**src/logic/monitor_entry_consts.svh**
```systemverilog
// Constants for the monitor mode entry block.
// Assumes the system clock is also the internal bus clock.
`ifndef MONITOR_ENTRY_CONSTS_SVH
`define MONITOR_ENTRY_CONSTS_SVH

// ----------------------------------------
// Serial timing
// ----------------------------------------
`define BIT_CYCLES     9'h116
`define HALF_BIT       9'h08B
`define BREAK_BITS     12'h00A
`define BREAK_CYCLES   (`BREAK_BITS * 12'(`BIT_CYCLES))
`define LAST_DATA_BIT  3'h7

// ----------------------------------------
// Entry conditions
// ----------------------------------------
`define ERASED_BYTE    8'hFF
`define SEL_NORMAL     3'h2
`define SECURITY_LAST  4'h7

// ----------------------------------------
// Monitor firmware region
// ----------------------------------------
`define ROM_FIRST      16'hFE20
`define ROM_LAST       16'hFF7D

`endif

```
**src/logic/monitor_entry_pkg.sv**
```systemverilog
// Types shared by the monitor mode entry block.
// Assumes nothing of its surroundings.
`default_nettype none

package monitor_entry_pkg;

   typedef enum logic [1:0] {
      MODE_USER   = 2'b00,
      MODE_NORMAL = 2'b01,
      MODE_FORCED = 2'b10
   } entry_mode_t;

   typedef enum logic [1:0] {
      SEQ_OFF      = 2'b00,
      SEQ_SECURITY = 2'b01,
      SEQ_BREAK    = 2'b10,
      SEQ_READY    = 2'b11
   } seq_state_t;

   typedef enum logic [1:0] {
      RX_IDLE  = 2'b00,
      RX_START = 2'b01,
      RX_DATA  = 2'b10,
      RX_STOP  = 2'b11
   } rx_state_t;

endpackage

`default_nettype wire

```
**src/logic/monitor_mode_entry.sv**
```systemverilog
// Monitor mode entry: latches the mode at reset release, then, in either monitor
// mode, runs the security handshake and ready break on the single wired-OR line.
// Assumes sys_clk_i is the bus clock and all inputs are synchronous.
`default_nettype none
`include "monitor_entry_consts.svh"

module monitor_mode_entry
   import monitor_entry_pkg::*;
(
   input  wire logic        sys_clk_i,
   input  wire logic        rstn_i,
   input  wire logic        irq_test_voltage_i,
   input  wire logic        rst_test_voltage_i,
   input  wire logic [7:0]  reset_vector_high_i,
   input  wire logic [7:0]  reset_vector_low_i,
   input  wire logic        mode_select_a_i,
   input  wire logic        mode_select_b_i,
   input  wire logic        mode_select_c_i,
   input  wire logic        clock_divisor_select_i,
   input  wire logic        host_serial_line_i,
   input  wire logic [15:0] fetch_addr_i,
   output logic             host_serial_line_o,
   output logic             host_serial_line_oe_o,
   output logic             mode_latched_o,
   output logic             monitor_mode_o,
   output logic             forced_monitor_o,
   output logic             bus_div4_o,
   output logic             pll_force_off_o,
   output logic             watchdog_enable_o,
   output logic [7:0]       security_byte_o,
   output logic             security_valid_o,
   output logic             command_ready_o,
   output logic             monitor_rom_select_o
);

   entry_mode_t mode;
   seq_state_t  seq;
   logic [3:0]  sec_count;
   logic        break_start;
   logic [7:0]  rx_byte;
   logic        rx_valid;
   logic        line_pull;
   logic        break_done;
   logic        rx_enable;
   logic        blank_vector;
   entry_mode_t next_mode;

   function automatic logic in_rom(input logic [15:0] addr);
      in_rom = (addr >= `ROM_FIRST) && (addr <= `ROM_LAST);
   endfunction

   // ----------------------------------------
   // Entry decode
   // ----------------------------------------
   always_comb begin
      blank_vector = (reset_vector_high_i == `ERASED_BYTE) &&
                     (reset_vector_low_i == `ERASED_BYTE);
      if (irq_test_voltage_i &&
          ({mode_select_a_i, mode_select_b_i, mode_select_c_i} == `SEL_NORMAL)) begin
         next_mode = MODE_NORMAL;
      end else if (blank_vector && !irq_test_voltage_i) begin
         next_mode = MODE_FORCED;
      end else begin
         // Test voltage with wrong select pins falls back to user
         next_mode = MODE_USER;
      end
   end

   // ----------------------------------------
   // Mode latch at first edge after release
   // ----------------------------------------
   always_ff @(posedge sys_clk_i) begin
      if (!rstn_i) begin
         mode_latched_o <= 1'b0;
         mode           <= MODE_USER;
         bus_div4_o     <= 1'b0;
      end else if (!mode_latched_o) begin
         mode_latched_o <= 1'b1;
         mode           <= next_mode;
         // Forced entry ignores the divisor pin and runs at quarter rate
         bus_div4_o     <= (next_mode == MODE_FORCED) ? 1'b1 : clock_divisor_select_i;
      end
   end

   // ----------------------------------------
   // Clock loop and watchdog control
   // ----------------------------------------
   always_ff @(posedge sys_clk_i) begin
      if (!rstn_i) begin
         monitor_mode_o    <= 1'b0;
         forced_monitor_o  <= 1'b0;
         pll_force_off_o   <= 1'b0;
         watchdog_enable_o <= 1'b0;
      end else begin
         monitor_mode_o   <= mode_latched_o && (mode != MODE_USER);
         forced_monitor_o <= mode_latched_o && (mode == MODE_FORCED);
         pll_force_off_o  <= mode_latched_o && (mode != MODE_USER);
         case (mode)
            MODE_NORMAL: watchdog_enable_o <= !(irq_test_voltage_i || rst_test_voltage_i);
            MODE_FORCED: watchdog_enable_o <= 1'b0;
            default:     watchdog_enable_o <= mode_latched_o;
         endcase
      end
   end

   // ----------------------------------------
   // Security wait and ready break
   // ----------------------------------------
   assign rx_enable = (seq == SEQ_SECURITY) && !line_pull;

   always_ff @(posedge sys_clk_i) begin
      if (!rstn_i) begin
         seq              <= SEQ_OFF;
         sec_count        <= '0;
         break_start      <= 1'b0;
         security_byte_o  <= '0;
         security_valid_o <= 1'b0;
         command_ready_o  <= 1'b0;
      end else begin
         break_start      <= 1'b0;
         security_valid_o <= 1'b0;
         case (seq)
            SEQ_OFF: begin
               if (mode_latched_o && (mode != MODE_USER)) begin
                  seq <= SEQ_SECURITY;
               end
            end
            SEQ_SECURITY: begin
               if (rx_valid) begin
                  security_byte_o  <= rx_byte;
                  security_valid_o <= 1'b1;
                  sec_count        <= sec_count + 4'h1;
                  if (sec_count == `SECURITY_LAST) begin
                     seq         <= SEQ_BREAK;
                     break_start <= 1'b1;
                  end
               end
            end
            SEQ_BREAK: begin
               if (break_done) begin
                  seq             <= SEQ_READY;
                  command_ready_o <= 1'b1;
               end
            end
            SEQ_READY: command_ready_o <= 1'b1;
            default:   seq <= SEQ_OFF;
         endcase
      end
   end

   // ----------------------------------------
   // Firmware region and pin drive
   // ----------------------------------------
   // Only the firmware window is flagged; every other address stays
   // reachable so downloaded RAM code can run.
   always_ff @(posedge sys_clk_i) begin
      if (!rstn_i) begin
         monitor_rom_select_o <= 1'b0;
         host_serial_line_o   <= 1'b0;
      end else begin
         monitor_rom_select_o <= monitor_mode_o && in_rom(fetch_addr_i);
         host_serial_line_o   <= 1'b0;
      end
   end

   assign host_serial_line_oe_o = line_pull;

   nrz_bit_engine u_engine (
      .sys_clk_i     (sys_clk_i),
      .rstn_i        (rstn_i),
      .line_i        (host_serial_line_i),
      .rx_enable_i   (rx_enable),
      .break_start_i (break_start),
      .rx_byte_o     (rx_byte),
      .rx_valid_o    (rx_valid),
      .line_pull_o   (line_pull),
      .break_done_o  (break_done)
   );

   // ----------------------------------------
   // Assertions
   // ----------------------------------------
   // Counts pulled cycles so the whole break length is checked, not a prefix
   logic [11:0] oe_run;

   always_ff @(posedge sys_clk_i) begin
      if (!rstn_i) begin
         oe_run <= '0;
      end else if (host_serial_line_oe_o) begin
         oe_run <= oe_run + 12'h001;
      end
   end
endmodule

`default_nettype wire

```
**src/logic/nrz_bit_engine.sv**
```systemverilog
// NRZ character receiver and break transmitter on the wired-OR line.
// Assumes the line input is synchronous and the line is pulled up outside.
`default_nettype none
`include "monitor_entry_consts.svh"

module nrz_bit_engine
   import monitor_entry_pkg::*;
(
   input  wire logic       sys_clk_i,
   input  wire logic       rstn_i,
   input  wire logic       line_i,
   input  wire logic       rx_enable_i,
   input  wire logic       break_start_i,
   output logic [7:0]      rx_byte_o,
   output logic            rx_valid_o,
   output logic            line_pull_o,
   output logic            break_done_o
);

   rx_state_t   rx_state;
   logic [8:0]  rx_cnt;
   logic [2:0]  rx_bit;
   logic [7:0]  rx_shift;
   logic        line_prev;
   logic [11:0] tx_cnt;

   // ----------------------------------------
   // Receiver, start bit, 8 data LSB first, stop
   // ----------------------------------------
   always_ff @(posedge sys_clk_i) begin
      if (!rstn_i) begin
         rx_state  <= RX_IDLE;
         rx_cnt    <= '0;
         rx_bit    <= '0;
         rx_shift  <= '0;
         rx_byte_o <= '0;
         rx_valid_o <= 1'b0;
         line_prev <= 1'b1;
      end else begin
         rx_valid_o <= 1'b0;
         line_prev  <= line_i;
         case (rx_state)
            RX_IDLE: begin
               // Falling edge only, so a held-low line never restarts a frame
               if (rx_enable_i && line_prev && !line_i) begin
                  rx_state <= RX_START;
                  rx_cnt   <= `HALF_BIT;
               end
            end
            RX_START: begin
               if (rx_cnt == '0) begin
                  rx_state <= line_i ? RX_IDLE : RX_DATA;
                  rx_cnt   <= `BIT_CYCLES - 9'h001;
                  rx_bit   <= '0;
               end else begin
                  rx_cnt <= rx_cnt - 9'h001;
               end
            end
            RX_DATA: begin
               if (rx_cnt == '0) begin
                  rx_shift <= {line_i, rx_shift[7:1]};
                  rx_cnt   <= `BIT_CYCLES - 9'h001;
                  rx_bit   <= rx_bit + 3'h1;
                  if (rx_bit == `LAST_DATA_BIT) begin
                     rx_state <= RX_STOP;
                  end
               end else begin
                  rx_cnt <= rx_cnt - 9'h001;
               end
            end
            RX_STOP: begin
               if (rx_cnt == '0) begin
                  // Framing errors are dropped silently
                  if (line_i) begin
                     rx_byte_o  <= rx_shift;
                     rx_valid_o <= 1'b1;
                  end
                  rx_state <= RX_IDLE;
               end else begin
                  rx_cnt <= rx_cnt - 9'h001;
               end
            end
            default: rx_state <= RX_IDLE;
         endcase
      end
   end

   // ----------------------------------------
   // Break transmitter, pull low then release
   // ----------------------------------------
   always_ff @(posedge sys_clk_i) begin
      if (!rstn_i) begin
         line_pull_o  <= 1'b0;
         tx_cnt       <= '0;
         break_done_o <= 1'b0;
      end else begin
         break_done_o <= 1'b0;
         if (break_start_i && !line_pull_o) begin
            line_pull_o <= 1'b1;
            tx_cnt      <= `BREAK_CYCLES - 12'h001;
         end else if (line_pull_o) begin
            if (tx_cnt == '0) begin
               line_pull_o  <= 1'b0;
               break_done_o <= 1'b1;
            end else begin
               tx_cnt <= tx_cnt - 12'h001;
            end
         end
      end
   end

endmodule

`default_nettype wire

```
**config.mk**
```make
export PLATFORM = sky130hd
export DESIGN_NAME = monitor_mode_entry
export DESIGN_NICKNAME = d
export VERILOG_FILES = /design/src/logic/monitor_entry_pkg.sv /design/src/logic/monitor_mode_entry.sv /design/src/logic/nrz_bit_engine.sv
export VERILOG_INCLUDE_DIRS = /design/src /design/src/logic
export SDC_FILE = /design/constraint.sdc
export NUM_CORES = 1
export LEC_CHECK = 0
export BUFFER_PORTS_ARGS = -buffer_cell sky130_fd_sc_hd__buf_2
export CAP_MARGIN = 20
export CORE_ASPECT_RATIO = 1.4
export CORE_MARGIN = 2
export CORE_UTILIZATION = 45
export CTS_BUF_LIST = sky130_fd_sc_hd__clkbuf_8 sky130_fd_sc_hd__clkbuf_16
export DETAILED_ROUTE_END_ITERATION = 12
export GPL_ROUTABILITY_DRIVEN = 0
export PLACE_DENSITY = 0.66
export SYNTH_ARGS = -nofsm -noshare
export SYNTH_HDL_FRONTEND = slang
export SYNTH_SLANG_ARGS = --single-unit
```
**constraint.sdc**
```tcl
create_clock -name sys_clk_i -period 5.8 [get_ports sys_clk_i]
set_clock_uncertainty 0.1 [all_clocks]
set_input_delay 0 -clock sys_clk_i [delete_from_list [all_inputs] [get_ports sys_clk_i]]
set_output_delay 0 -clock sys_clk_i [all_outputs]
set_load 0.005 [all_outputs]
```
==> impl_metrics.yaml <==
placed_design:
  dp.cells: 536
  numPortBuffers: 57
  placement.setup.worst_slack_ns: 3.55
  placed_area_um2: 3660
  dp_hpwl_um: 5040
pwr:
  power_density_nw_per_um2: 329
  ir_worst_vdd_uv: 176
  cellLeakagePower_nw: 1.61
synth:
  ffs_latches_synth: 71
  fraction_of_post_synthesis_cell_area_in_the_top_cell_type_by_area: 0.428
  synth-warning-count: 0
  postSynth.topFlopCell: "dfxtp_1"
  yosys.cell_types.count: 59
  postSynth.asyncResetShare: 0
  mappedNetlistNets: 458
  yosys.area.top_type: "dfxtp_1"
  synthesis.instances: 400
  mean_instance_size_in_the_synthesized_netlist_um2: 8.31
  synth_sequential_area_ratio: 0.428
  synth_edf_count: 0
  synthesis.area_um2: 3320
  synthTopCellsByArea: "dfxtp_1, nand2_1, a21oi_1"
clock_network:
  cts_buffer_depth: 2
  tritoncts_clock_tree: "yes"
  holdBufCountCts: 14
  num_cts_buffers: 9
  clkLatencyLatePin_ns: 0.34
  post-cts-setup-buffer-count: 0
  cts.root.buffer_cell: "clkbuf_8"
  post_cts_resized: 0
  cts.clk_slew.worst_paths_ns: 0.07
  cts_num_sinks: 71
  htree_levels: 3
routing:
  postRouteWirelength_um: 7150
  drcViolationCount: 0
  drtIter0Drc: 123
  detail_route.first_pass.iterations: 4
  num_vias: 2966
  drt.antenna.violating_nets: 0
  viasPerCell: 5.24
  routed_wire_length_per_instance_um: 12.6
setup_path:
  start_kind: "flip-flop"
  worstPathArrival_ns: 2.52
  worstSetupEndpointType: "flip-flop"
  crit_required_ns: 5.99
  path_max_fanout: 10
  worstSetupPathType: "flip-flop to flip-flop"
final_layout:
  multi_input_comb_area_um2: 1770
  design_area_um2: 4020
  synthToLayoutAreaGrowth_pct: 21.0
  antenna_cells: 0
  nFillCells: 690
  final-instance-count-excl-fill: 566
  finish.utilization: 0.553
  layout.cells.most_common: "nand2_1"
  drive_gt1_frac: 0.173
  final_nets: 522
  mostFrequentLayoutCells: "nand2_1, dfxtp_1, buf_2, a21oi_1, nor2_1"
  regArea_um2: 1420
sta:
  slew_at_the_pin_with_the_worst_max_slew_slack_ns: 0.726
  setup_violations: 0
  fin_ws_ns: 3.47
  relative_slew_slack: 0.511
  final-hold-violation-count: 0
  rsz0062_at_grt: "no"
  timing.setup.tns_ns: 0
  timing.final.crit_share: 0.401
  final.min_clock_period_ns: 2.33
  max_freq_ghz: 0.430
  pins_over_their_slew_limit: 0
outcome:
  result_of_the_run: "finished, final reports clean"
floorplan:
  die_x_um: 76.6
  fp.coreArea_um2: 7270
  top_level_ports: 60
  floorplan.die_area_um2: 8100
  placement_rows: 37
  initial_core_util: 0.457
  die_y_um: 106
worst_hold_path:
  hold_path_class: "input pin to flip-flop"
grt:
  grt_max_degree: 47
  grtUsageTotal: 0.189
  overflow: 0
  grt_pass1_wl_um: 12600
  first_global_vias: 2835
  grt_antenna_before_repair: 0
flow_run:
  max_cap_violations: 0
## final timing paths
path | from | to | slack [ns] | depth (start not counted)
hold / removal | fetch_addr_i[14] | monitor_rom_select_o | 0.34 | 4
setup / recovery | u_engine.rx_state[0] | u_engine.rx_cnt[8] | 3.47 | 6
setup reg to reg | u_engine.rx_state[0] | u_engine.rx_cnt[8] | 3.47 | 6
hold reg to reg | u_engine.rx_byte_o[7] | u_engine.rx_byte_o[7] | 0.35 | 2
## worst max-delay path, stage by stage (launching register included)
cell and delay (ns):
dfxtp_1 0.41, inv_1 0.09, ha_1 0.47, nor2_1 0.16
or3_1 0.42, a2111oi_0 0.42, a22o_1 0.20
## area by class of cell
cell class	count	share of cell area
well taps	97	0.0302
flip-flops and latches	71	0.353
multi-input cells	295	0.439
clock buffers	10	0.0342
clock inverters	6	0.0212
repair buffers	72	0.108
inverters	15	0.0140
## stage by stage
step / total power (W) / hold WS, ns
after floorplan: 0.000800 / -0.0723
after global placement: 0.000875 / 0.123
after detailed placement: 0.000883 / 0.128
after CTS: 0.00133 / 0.332
after global routing: 0.00140 / 0.364
final: 0.00132 / 0.340
## per-layer routing
layer,GRT usage,share of wire
met5,0,0
met1,0.212,0.44
met4,0.0675,0.014
met3,0.0411,0.027
met2,0.347,0.52
## report_power, final
group / internal [W] / switching [W]
Sequential: 0.000509 / 0.0000236
Clock: 0.000252 / 0.000185
Combinational: 0.000133 / 0.000218
## cell families (layout without fill, tap and decap cells)
family,after synthesis,after routing,synth area share
flip-flops,71,71,0.428
buffers and inverters,34,103,0.0407
multiplexers,4,4,0.0120
adder cells (fa/ha/maj),17,17,0.0640
other,1,1,0.00113
AO/OA/AOI/OAI,88,88,0.169
XOR/XNOR,10,10,0.0264
AND/OR/NAND/NOR,175,175,0.259
## cell usage after synthesis, drive strengths merged (5+ instances only)
cell type	count
nor4	8
nand2	79
nor2	30
o21ai	10
inv	15
clkbuf	15
nand3	8
xnor2	6
a21oi	43
nor3	7
dfxtp	71
ha	17
and3	6
and2	5
nand4	10
## registers in the layout (all words and copies together) (netlist names), 2 cells and up, named ones only
| register | flops |
|---|---|
| u_engine.rx_bit | 3 |
| mode | 2 |
| sec_count | 4 |
| u_engine.tx_cnt | 12 |
| seq | 2 |
| u_engine.rx_shift | 8 |
| security_byte_o | 8 |
| u_engine.rx_cnt | 9 |
| u_engine.rx_byte_o | 8 |
No activity file was read; power rests on OpenSTA's default activity.
